`config.mk`:
```
export PLATFORM = sky130hd
export DESIGN_NAME = scw_rx
export DESIGN_NICKNAME = d
export VERILOG_FILES = /design/src/core/scw_pkg.sv /design/src/core/scw_rx.sv /design/src/core/scw_fifo.sv
export VERILOG_INCLUDE_DIRS = /design/src /design/src/core
export SDC_FILE = /design/constraint.sdc
export NUM_CORES = 1
export LEC_CHECK = 0
export BUFFER_PORTS_ARGS = -buffer_cell sky130_fd_sc_hd__buf_2
export CAP_MARGIN = 10
export CORE_ASPECT_RATIO = 1.5
export CORE_MARGIN = 4
export CORE_UTILIZATION = 30
export CTS_CLUSTER_DIAMETER = 120
export DETAILED_ROUTE_END_ITERATION = 8
export RECOVER_POWER = 25
export SLEW_MARGIN = 20
export SYNTH_ARGS = -nofsm -noshare
export SYNTH_HDL_FRONTEND = slang
export SYNTH_HIERARCHICAL = 1
export SYNTH_SLANG_ARGS = --single-unit
```
`constraint.sdc`:
```
create_clock -name clk_sys -period 3.7 [get_ports clk_sys]
set_clock_uncertainty 0.2 [all_clocks]
set_input_delay 0.185 -clock clk_sys [delete_from_list [all_inputs] [get_ports clk_sys]]
set_output_delay 0.185 -clock clk_sys [all_outputs]
set_load 0.005 [all_outputs]
```
`src/core/scw_cfg.svh`:
```
// register map, field positions, reset values and sampling counts
`ifndef SCW_CFG_SVH
`define SCW_CFG_SVH

`define SCW_OFS_CTRL    8'h00
`define SCW_OFS_BAUD    8'h04
`define SCW_OFS_STAT    8'h08
`define SCW_OFS_DATA    8'h0C

`define SCW_CTRL_EN     0
`define SCW_CTRL_WLS    1
`define SCW_CTRL_SLEEP  2

`define SCW_STAT_FULL   0
`define SCW_STAT_NOISE  1
`define SCW_STAT_FRAME  2
`define SCW_STAT_OVR    3
`define SCW_STAT_BUSY   4
`define SCW_STAT_QEMPTY 5

`define SCW_CTRL_RST    3'h0
`define SCW_BAUD_RST    16'h0082

`define SCW_SMP_A       4'h7
`define SCW_SMP_B       4'h8
`define SCW_SMP_C       4'h9
`define SCW_OS_LAST     4'hF
`define SCW_IDX_M0      4'h7
`define SCW_IDX_M1      4'h8

`define SCW_RESP_OKAY   2'h0
`define SCW_RESP_SLVERR 2'h2

`endif

```
`src/core/scw_pkg.sv`:
```
// shared types of the serial receiver
package scw_pkg;

  typedef enum logic [1:0] {
    SCW_IDLE,
    SCW_START,
    SCW_DATA,
    SCW_STOP
  } scw_state_t;

  typedef struct packed {
    logic       noise;
    logic       frame;
    logic [8:0] data;
  } scw_char_t;

endpackage

```
`src/core/scw_rx.sv`:
```
// address-mark wakeup receiver with error flags and an axi4-lite slave
//
// Notes on behaviour
// - seven or eight info bits, then mark MSB.
// - sleep bit suppresses all receiver flags.
// - MSB-set character clears sleep by hardware.
// - sleep clears before stop bit; character kept.
// - overrun when character arrives while full.
// - overrun drops new character, keeps held one.
// - overrun clears by status then data read.
// - noise on any bit sets noise flag.
// - noise flag never shows before receive-full.
// - noise clears by error status, data read.
// - missing stop sets framing with receive-full.
// - framing plus overrun reports only overrun.
// - framing flag blocks further data transfers.
// - framing clears by status then data read.
//
// The AXI4-Lite slave port and the placing of the registers were chosen for this implementation.
`include "scw_cfg.svh"
`timescale 1ns/10ps
`default_nettype none

module scw_rx
  import scw_pkg::*;
#(
  parameter int FIFO_DEPTH = 8
) (
  input  wire logic        clk_sys,
  input  wire logic        rst,
  input  wire logic        rxd,
  input  wire logic [7:0]  awaddr,
  input  wire logic        awvalid,
  output logic             awready,
  input  wire logic [31:0] wdata,
  input  wire logic [3:0]  wstrb,
  input  wire logic        wvalid,
  output logic             wready,
  output logic [1:0]       bresp,
  output logic             bvalid,
  input  wire logic        bready,
  input  wire logic [7:0]  araddr,
  input  wire logic        arvalid,
  output logic             arready,
  output logic [31:0]      rdata,
  output logic [1:0]       rresp,
  output logic             rvalid,
  input  wire logic        rready
);

  if (FIFO_DEPTH < 2 || FIFO_DEPTH > 256)
    $error("scw_rx: FIFO_DEPTH out of range");

  function automatic logic [7:0] scw_word(input logic [7:0] a);
    return {a[7:2], 2'b00};
  endfunction

  function automatic logic maj3(input logic a, b, c);
    return (a & b) | (a & c) | (b & c);
  endfunction

  function automatic logic noisy3(input logic a, b, c);
    return !((a == b) && (b == c));
  endfunction

  // control state
  logic        ctrl_en;
  logic        ctrl_wls;
  logic        sleep;
  logic [15:0] baud_div;

  // status and data
  logic        receive_full_flag;
  logic        ovr;
  logic        nf;
  logic        fe;
  logic        arm_or;
  logic        arm_nf;
  logic        arm_fe;
  logic [8:0]  rx_data;

  // bus handshakes
  logic        aw_got;
  logic        w_got;
  logic [7:0]  aw_addr;
  logic [31:0] w_data;
  logic [3:0]  w_strb;
  logic        aw_hs;
  logic        w_hs;
  logic        ar_hs;
  logic        do_write;
  logic [7:0]  wr_addr;
  logic [31:0] wr_data;
  logic [3:0]  wr_strb;
  logic        stat_rd;
  logic        data_rd;
  logic        next_bvalid;
  logic        next_rvalid;
  logic        next_aw_got;
  logic        next_w_got;

  // line side
  logic        rxd_q;
  logic [15:0] baud_cnt;
  logic        tick;
  logic        s_a;
  logic        s_b;
  scw_state_t  state;
  logic [3:0]  os_cnt;
  logic [3:0]  bit_idx;
  logic [3:0]  last_idx;
  logic [8:0]  shift;
  logic        noise_acc;
  logic        bit_now;
  logic        bit_noisy;
  logic        at_mid;
  logic        at_end;
  logic        char_done;
  logic        wake;
  scw_char_t   new_char;
  logic        push_valid;
  logic        push_ready;
  logic        head_valid;
  logic        head_ready;
  scw_char_t   head;
  logic        take;

  // ---------------- bus slave ----------------
  assign aw_hs    = awvalid && awready;
  assign w_hs     = wvalid && wready;
  assign ar_hs    = arvalid && arready;
  assign do_write = (aw_got || aw_hs) && (w_got || w_hs);
  assign wr_addr  = aw_got ? aw_addr : awaddr;
  assign wr_data  = w_got ? w_data : wdata;
  assign wr_strb  = w_got ? w_strb : wstrb;
  assign stat_rd  = ar_hs && (scw_word(araddr) == `SCW_OFS_STAT);
  assign data_rd  = ar_hs && (scw_word(araddr) == `SCW_OFS_DATA);

  assign next_bvalid = do_write || (bvalid && !bready);
  assign next_rvalid = ar_hs || (rvalid && !rready);
  assign next_aw_got = (aw_got || aw_hs) && !do_write;
  assign next_w_got  = (w_got || w_hs) && !do_write;

  always_ff @(posedge clk_sys or posedge rst) begin
    if (rst) begin
      aw_got  <= 1'b0;
      w_got   <= 1'b0;
      aw_addr <= 8'h00;
      w_data  <= 32'h0000_0000;
      w_strb  <= 4'h0;
      awready <= 1'b0;
      wready  <= 1'b0;
      bvalid  <= 1'b0;
      bresp   <= `SCW_RESP_OKAY;
    end else begin
      aw_got  <= next_aw_got;
      w_got   <= next_w_got;
      // address and data are taken in either order, response after both
      awready <= !next_aw_got && !next_bvalid;
      wready  <= !next_w_got && !next_bvalid;
      bvalid  <= next_bvalid;
      if (aw_hs) begin
        aw_addr <= awaddr;
      end
      if (w_hs) begin
        w_data <= wdata;
        w_strb <= wstrb;
      end
      if (do_write) begin
        unique case (scw_word(wr_addr))
          `SCW_OFS_CTRL, `SCW_OFS_BAUD,
          `SCW_OFS_STAT, `SCW_OFS_DATA: bresp <= `SCW_RESP_OKAY;
          default:                      bresp <= `SCW_RESP_SLVERR;
        endcase
      end
    end
  end

  always_ff @(posedge clk_sys or posedge rst) begin
    if (rst) begin
      arready <= 1'b0;
      rvalid  <= 1'b0;
      rdata   <= 32'h0000_0000;
      rresp   <= `SCW_RESP_OKAY;
    end else begin
      arready <= !next_rvalid;
      rvalid  <= next_rvalid;
      if (ar_hs) begin
        rdata <= 32'h0000_0000;
        rresp <= `SCW_RESP_OKAY;
        unique case (scw_word(araddr))
          `SCW_OFS_CTRL: begin
            rdata[`SCW_CTRL_EN]    <= ctrl_en;
            rdata[`SCW_CTRL_WLS]   <= ctrl_wls;
            rdata[`SCW_CTRL_SLEEP] <= sleep;
          end
          `SCW_OFS_BAUD: rdata[15:0] <= baud_div;
          `SCW_OFS_STAT: begin
            rdata[`SCW_STAT_FULL]   <= receive_full_flag;
            rdata[`SCW_STAT_NOISE]  <= nf;
            rdata[`SCW_STAT_FRAME]  <= fe;
            rdata[`SCW_STAT_OVR]    <= ovr;
            rdata[`SCW_STAT_BUSY]   <= (state != SCW_IDLE);
            rdata[`SCW_STAT_QEMPTY] <= !head_valid;
          end
          `SCW_OFS_DATA: rdata[8:0] <= rx_data;
          default:       rresp <= `SCW_RESP_SLVERR;
        endcase
      end
    end
  end

  // ---------------- control registers ----------------
  always_ff @(posedge clk_sys or posedge rst) begin
    if (rst) begin
      {sleep, ctrl_wls, ctrl_en} <= `SCW_CTRL_RST;
      baud_div <= `SCW_BAUD_RST;
    end else begin
      if (do_write && scw_word(wr_addr) == `SCW_OFS_CTRL && wr_strb[0]) begin
        ctrl_en  <= wr_data[`SCW_CTRL_EN];
        ctrl_wls <= wr_data[`SCW_CTRL_WLS];
        sleep    <= wr_data[`SCW_CTRL_SLEEP];
      end else if (wake) begin
        sleep <= 1'b0;
      end
      if (do_write && scw_word(wr_addr) == `SCW_OFS_BAUD) begin
        if (wr_strb[0]) begin
          baud_div[7:0] <= wr_data[7:0];
        end
        if (wr_strb[1]) begin
          baud_div[15:8] <= wr_data[15:8];
        end
      end
    end
  end

  // ---------------- line sampling ----------------
  // tick runs at sixteen times the bit rate
  always_ff @(posedge clk_sys or posedge rst) begin
    if (rst) begin
      baud_cnt <= 16'h0000;
      tick     <= 1'b0;
    end else if (baud_cnt >= baud_div) begin
      baud_cnt <= 16'h0000;
      tick     <= 1'b1;
    end else begin
      baud_cnt <= baud_cnt + 16'h0001;
      tick     <= 1'b0;
    end
  end

  always_ff @(posedge clk_sys or posedge rst) begin
    if (rst) begin
      rxd_q <= 1'b1;
      s_a   <= 1'b1;
      s_b   <= 1'b1;
    end else begin
      rxd_q <= rxd;
      if (tick && os_cnt == `SCW_SMP_A) begin
        s_a <= rxd_q;
      end
      if (tick && os_cnt == `SCW_SMP_B) begin
        s_b <= rxd_q;
      end
    end
  end

  // majority of three mid-bit samples, disagreement counts as noise
  assign bit_now   = maj3(s_a, s_b, rxd_q);
  assign bit_noisy = noisy3(s_a, s_b, rxd_q);
  assign at_mid    = tick && (os_cnt == `SCW_SMP_C);
  assign at_end    = tick && (os_cnt == `SCW_OS_LAST);
  assign last_idx  = ctrl_wls ? `SCW_IDX_M1 : `SCW_IDX_M0;

  // the mark bit is judged at its own mid-point, well before the stop bit
  assign wake = sleep && (state == SCW_DATA) && at_mid
              && (bit_idx == last_idx) && bit_now;

  always_ff @(posedge clk_sys or posedge rst) begin
    if (rst) begin
      state     <= SCW_IDLE;
      os_cnt    <= 4'h0;
      bit_idx   <= 4'h0;
      shift     <= 9'h000;
      noise_acc <= 1'b0;
    end else if (!ctrl_en) begin
      state <= SCW_IDLE;
    end else begin
      if (tick) begin
        os_cnt <= os_cnt + 4'h1;
      end
      unique case (state)
        SCW_IDLE: begin
          os_cnt <= 4'h0;
          if (tick && !rxd_q) begin
            state     <= SCW_START;
            os_cnt    <= 4'h1;
            bit_idx   <= 4'h0;
            shift     <= 9'h000;
            noise_acc <= 1'b0;
          end
        end
        SCW_START: begin
          if (at_mid) begin
            noise_acc <= bit_noisy;
            // a glitch that is not low at mid-bit is no start
            if (bit_now) begin
              state <= SCW_IDLE;
            end
          end
          if (at_end) begin
            state <= SCW_DATA;
          end
        end
        SCW_DATA: begin
          if (at_mid) begin
            shift[bit_idx] <= bit_now;
            noise_acc      <= noise_acc | bit_noisy;
          end
          if (at_end) begin
            if (bit_idx == last_idx) begin
              state <= SCW_STOP;
            end else begin
              bit_idx <= bit_idx + 4'h1;
            end
          end
        end
        SCW_STOP: begin
          // back to idle at mid stop bit to catch the next start early
          if (at_mid) begin
            state <= SCW_IDLE;
          end
        end
      endcase
    end
  end

  assign char_done      = (state == SCW_STOP) && at_mid;
  assign new_char.noise = noise_acc | bit_noisy;
  assign new_char.frame = !bit_now;
  assign new_char.data  = shift;
  // sleeping receiver queues nothing, so no flag can be set
  assign push_valid     = char_done && !sleep;

  scw_fifo #(
    .WIDTH ($bits(scw_char_t)),
    .DEPTH (FIFO_DEPTH)
  ) i_scw_fifo (
    .clk_sys   (clk_sys),
    .rst       (rst),
    .in_valid  (push_valid),
    .in_ready  (push_ready),
    .in_data   (new_char),
    .out_valid (head_valid),
    .out_ready (head_ready),
    .out_data  (head)
  );

  // ---------------- transfer into the data register ----------------
  // framing error stalls the queue; while asleep queued leftovers are dropped
  assign head_ready = sleep || !fe;
  assign take       = head_valid && !sleep && !fe;

  always_ff @(posedge clk_sys or posedge rst) begin
    if (rst) begin
      rx_data <= 9'h000;
    end else if (take && !receive_full_flag) begin
      rx_data <= head.data;
    end
  end

  always_ff @(posedge clk_sys or posedge rst) begin
    if (rst) begin
      arm_or <= 1'b0;
      arm_nf <= 1'b0;
      arm_fe <= 1'b0;
    end else if (stat_rd) begin
      arm_or <= ovr;
      arm_nf <= ovr || nf || fe;
      arm_fe <= fe;
    end else if (data_rd) begin
      arm_or <= 1'b0;
      arm_nf <= 1'b0;
      arm_fe <= 1'b0;
    end
  end

  // each flag: a new event wins over a clear in the same cycle
  always_ff @(posedge clk_sys or posedge rst) begin
    if (rst) begin
      receive_full_flag <= 1'b0;
    end else if (take && !receive_full_flag) begin
      receive_full_flag <= 1'b1;
    end else if (data_rd) begin
      receive_full_flag <= 1'b0;
    end
  end

  always_ff @(posedge clk_sys or posedge rst) begin
    if (rst) begin
      ovr <= 1'b0;
    end else if ((take && receive_full_flag) || (push_valid && !push_ready)) begin
      ovr <= 1'b1;
    end else if (data_rd && arm_or) begin
      ovr <= 1'b0;
    end
  end

  always_ff @(posedge clk_sys or posedge rst) begin
    if (rst) begin
      nf <= 1'b0;
    end else if (take && !receive_full_flag && head.noise) begin
      nf <= 1'b1;
    end else if (data_rd && arm_nf) begin
      nf <= 1'b0;
    end
  end

  always_ff @(posedge clk_sys or posedge rst) begin
    if (rst) begin
      fe <= 1'b0;
    end else if (take && !receive_full_flag && head.frame) begin
      fe <= 1'b1;
    end else if (data_rd && arm_fe) begin
      fe <= 1'b0;
    end
  end

endmodule

`default_nettype wire

```
`src/core/scw_fifo.sv`:
```
// small fifo with registered read data
`timescale 1ns/10ps
`default_nettype none

module scw_fifo #(
  parameter int WIDTH = 11,
  parameter int DEPTH = 8
) (
  input  wire logic             clk_sys,
  input  wire logic             rst,
  input  wire logic             in_valid,
  output logic                  in_ready,
  input  wire logic [WIDTH-1:0] in_data,
  output logic                  out_valid,
  input  wire logic             out_ready,
  output logic [WIDTH-1:0]      out_data
);

  localparam int AW = $clog2(DEPTH);

  if (DEPTH < 2 || (DEPTH & (DEPTH - 1)) != 0)
    $error("scw_fifo: DEPTH must be a power of two, at least 2");

  logic [WIDTH-1:0] mem [DEPTH];
  logic [AW-1:0]    wr_ptr;
  logic [AW-1:0]    rd_ptr;
  logic [AW:0]      count;
  logic             push;
  logic             load;

  // count is sized one bit wider than the pointers so a full queue shows
  assign in_ready = (count != (AW+1)'(DEPTH));
  assign push     = in_valid && in_ready;
  // the output register refills as soon as it is empty or being drained
  assign load     = (count != '0) && (!out_valid || out_ready);

  always_ff @(posedge clk_sys) begin
    if (push) begin
      mem[wr_ptr] <= in_data;
    end
  end

  always_ff @(posedge clk_sys or posedge rst) begin
    if (rst) begin
      wr_ptr <= '0;
      rd_ptr <= '0;
      count  <= '0;
    end else begin
      if (push) begin
        wr_ptr <= wr_ptr + AW'(1);
      end
      if (load) begin
        rd_ptr <= rd_ptr + AW'(1);
      end
      count <= count + (AW+1)'(push) - (AW+1)'(load);
    end
  end

  always_ff @(posedge clk_sys or posedge rst) begin
    if (rst) begin
      out_valid <= 1'b0;
      out_data  <= '0;
    end else if (load) begin
      out_valid <= 1'b1;
      out_data  <= mem[rd_ptr];
    end else if (out_ready) begin
      out_valid <= 1'b0;
    end
  end

endmodule

`default_nettype wire

```
==> summary.txt <==
CTS
  – Postcts setup bufs: 0
  – Clock H-tree levels: 1
  – Later-pin clock latency in the skew report: 530 ps
  – Clock root buffer: clkbuf_16
  – Maximum buffer depth of the clock tree: 3
  – Clock transition at path regs: 70 ps
  – TritonCTS clock tree: yes
  – CTS Sinks: 234
  – CTS buffer count: 23
  – Resized Gates After CTS: 0
  – Cts hold-fix bufs: 41

Run
  – Maxcap violations: 1

Outcome
  – Outcome: finished with violations
  – Failing checks: max-capacitance violations, max-slew violations

Finish
  – Design Area, Final: 0.01284 sq mm
  – NumNets Final: 1045
  – Final non-filler cell total: 1441
  – FILL cells: 3480
  – Post-layout util: 0.3593
  – Area Growth Syn to Fin: 18.59%
  – Layout cells sized above 1: 0.2056
  – # diodes: 0

Route
  – Drt total wl: 23.99 mm
  – DR top layer: met4
  – Met2 wire length: 13.19 mm
  – Wire per inst: 16.65 um
  – Via count: 6795
  – WL met3: 881 um
  – Vias per inst: 4.715
  – M1 WL: 9.403 mm
  – Initial DRC count: 265
  – Remaining DRCs: 0
  – Antenna-violating nets left: 0
  – DRT Pass-1 Iters: 4

Global routing
  – First-pass GRT wire length: 38.83 mm
  – GRT Residual Overflow: 0
  – Gr usage total: 0.1231
  – Initial antenna violation count: 0
  – Largest net degree at the start of global routing: 59
  – Vias in the first global route: 7187

Placed design
  – Placed Cells: 1358
  – Placer Congestion: 0.7711
  – HPWL Detailed: 16.53 mm
  – Worst slack at placement: 889.3 ps
  – Placed cell area: 0.01167 sq mm
  – Port Buffer Count: 60

Critical path
  – Required time of the critical path: 3920 ps
  – CP Capture Type: register
  – CP Class: reg2reg
  – CP Launch Point: os_cnt[1]
  – Critical path arrival: 3020 ps
  – R2R Path Start: os_cnt[1]
  – Startpoint types: register
  – CP max FO: 5

STA
  – Setup TNS: 0 ps
  – Slew @ Worst Pin: 1771 ps
  – Max transition margin: -0.1873
  – Final hold vios: 0
  – RSZ-0062 raised after global routing: false
  – Final worst slack: 895.2 ps
  – Final worst-path cycle share: 0.7580
  – Crit path time final: 2805 ps
  – Number of endpoints failing setup at the final stage: 0
  – Max Clk Rate: 356.5 MHz
  – Final count of pins violating max slew: 38
  – WHS: 33.25 ps

Yosys
  – Cells after synthesis: 830
  – Post-synth EDFFs: 88
  – Most common flop cell mapped by yosys: dfrtp_1
  – Mapped Area: 0.01083 sq mm
  – Register area share after synthesis: 0.5821
  – Post-synth ARST share: 0.6239
  – Number of distinct library cells after synthesis: 68
  – Mapped Avg Cell Area: 13.04 sq um
  – Synthesis Warnings: 6
  – Yosys reg bits: 234

Floorplanning
  – Die ar.: 0.03925 sq mm
  – Chip width: 163.1 um
  – Starting density of the core: 0.3030
  – Die H: 240.7 um
  – FP Rows: 85
  – I/O Pins: 101
  – Core box area: 0.03573 sq mm

Min path
  – Hold Crit Class: in2reg
  – Hold Startpoint: araddr[7]

Power and ir drop
  – Final Power: 6.225 mW
  – Worst VDD drop: 0.0002459 V
  – Power Density: 484.8 mW/mm^2
  – Leakage dissipation: 5.280 nW
==> state kept, by name, summed over array words and instances (netlist names), 2 cells and up <==
register / flops
w_data: 16
i_scw_fifo/mem: 88
i_scw_fifo/wr_ptr: 3
w_strb: 2
baud_cnt: 16
shift: 9
bit_idx: 4
i_scw_fifo/out_data: 11
rx_data: 9
os_cnt: 4
state: 2
aw_addr: 6
i_scw_fifo/count: 4
baud_div: 16
rdata: 16
i_scw_fifo/rd_ptr: 3
==> cell usage after synthesis, drive strengths merged (9+ instances only) <==
library cell,instances,area share
inv,40,0.014
a21o,13,0.0090
a22o,36,0.029
o31ai,14,0.015
xnor2,10,0.0081
clkbuf,20,0.0069
edfxtp,88,0.24
nor3,25,0.012
nand2b,9,0.0052
dfrtp,141,0.33
ha,38,0.044
nand4,10,0.0058
nor2b,10,0.0065
o21ai,41,0.019
nand2,49,0.019
mux2,66,0.070
o22ai,12,0.0069
a21oi,15,0.0069
mux2i,58,0.054
nor2,28,0.0097
buf,28,0.021
xor2,10,0.0081
nand3,14,0.0065
==> critical path, cell delays in order (launching register included) <==
cell and delay [ps]:
dfrtp_1 400, inv_1 110, ha_1 180, nand4b_1 230
nor3b_1 280, buf_4 210, nand2_4 70, ha_1 280
inv_1 40, ha_1 190, fa_1 380, xor2_1 150
==> placed cells by master (no fill, tap or decap), drive strengths merged, types with 5 or more instances in the layout <==
master and instances:
nor3 25, dfstp 5, mux2 66, clkinv 6
ha 38, nor2 28, nand2b 9, a22o 36
a21oi 15, conb 18, o22ai 12, dfrtp 141
inv 41, xnor2 10, nor3b 5, nor2b 10
o21ai 41, buf 79, dlygate4sd3 41, nand2 49
nand4 10, xor2 10, mux2i 58, clkbuf 32
nand3 14, edfxtp 88, a21o 13, o31ai 14
==> layer usage <==
layer	vias to the layer above	global-route usage
li1	3241	-
met1	3391	0.1325
met2	127	0.2458
met3	36	0.01674
met4	0	0.03764
met5	-	0
==> report_power, final <==
part,switching (mW),internal (mW)
registers,0.141,2.91
clock network,0.992,1.43
logic,0.347,0.404
==> final cells by class <==
type                            count  area, sq um  share of cell area
Sequential cell                   234         6304              0.4909
Multi-Input combinational cell    525         4141              0.3225
Timing Repair Buffer              122        875.8             0.06821
Clock buffer                       30        601.8             0.04687
Tap cell                          478        598.1             0.04658
Clock inverter                     12        167.7             0.01306
Inverter                           40        151.4             0.01179
==> kinds of logic (layout without fill, tap and decap cells) <==
group	Yosys count	after routing	share of synthesized area
multiplexers	127	127	0.1295
AO/OA/AOI/OAI	145	145	0.09661
XOR/XNOR	20	20	0.01618
flip-flops	234	234	0.5821
adder cells (fa/ha/maj)	39	39	0.04576
other	1	18	0.0003464
buffers and inverters	88	204	0.04206
AND/OR/NAND/NOR	176	176	0.08737
==> worst paths after layout <==
check,end,slack (ps),cells after the start
hold / removal,rresp[1],30,5
max in group asynchronous,baud_cnt[7],1730,4
min in group asynchronous,i_scw_fifo/count[0],180,3
setup / recovery,i_scw_fifo/count[2],900,11
hold reg to reg,rdata[8],280,2
setup reg to reg,i_scw_fifo/count[2],900,11
(Power assumes the default switching activity.)
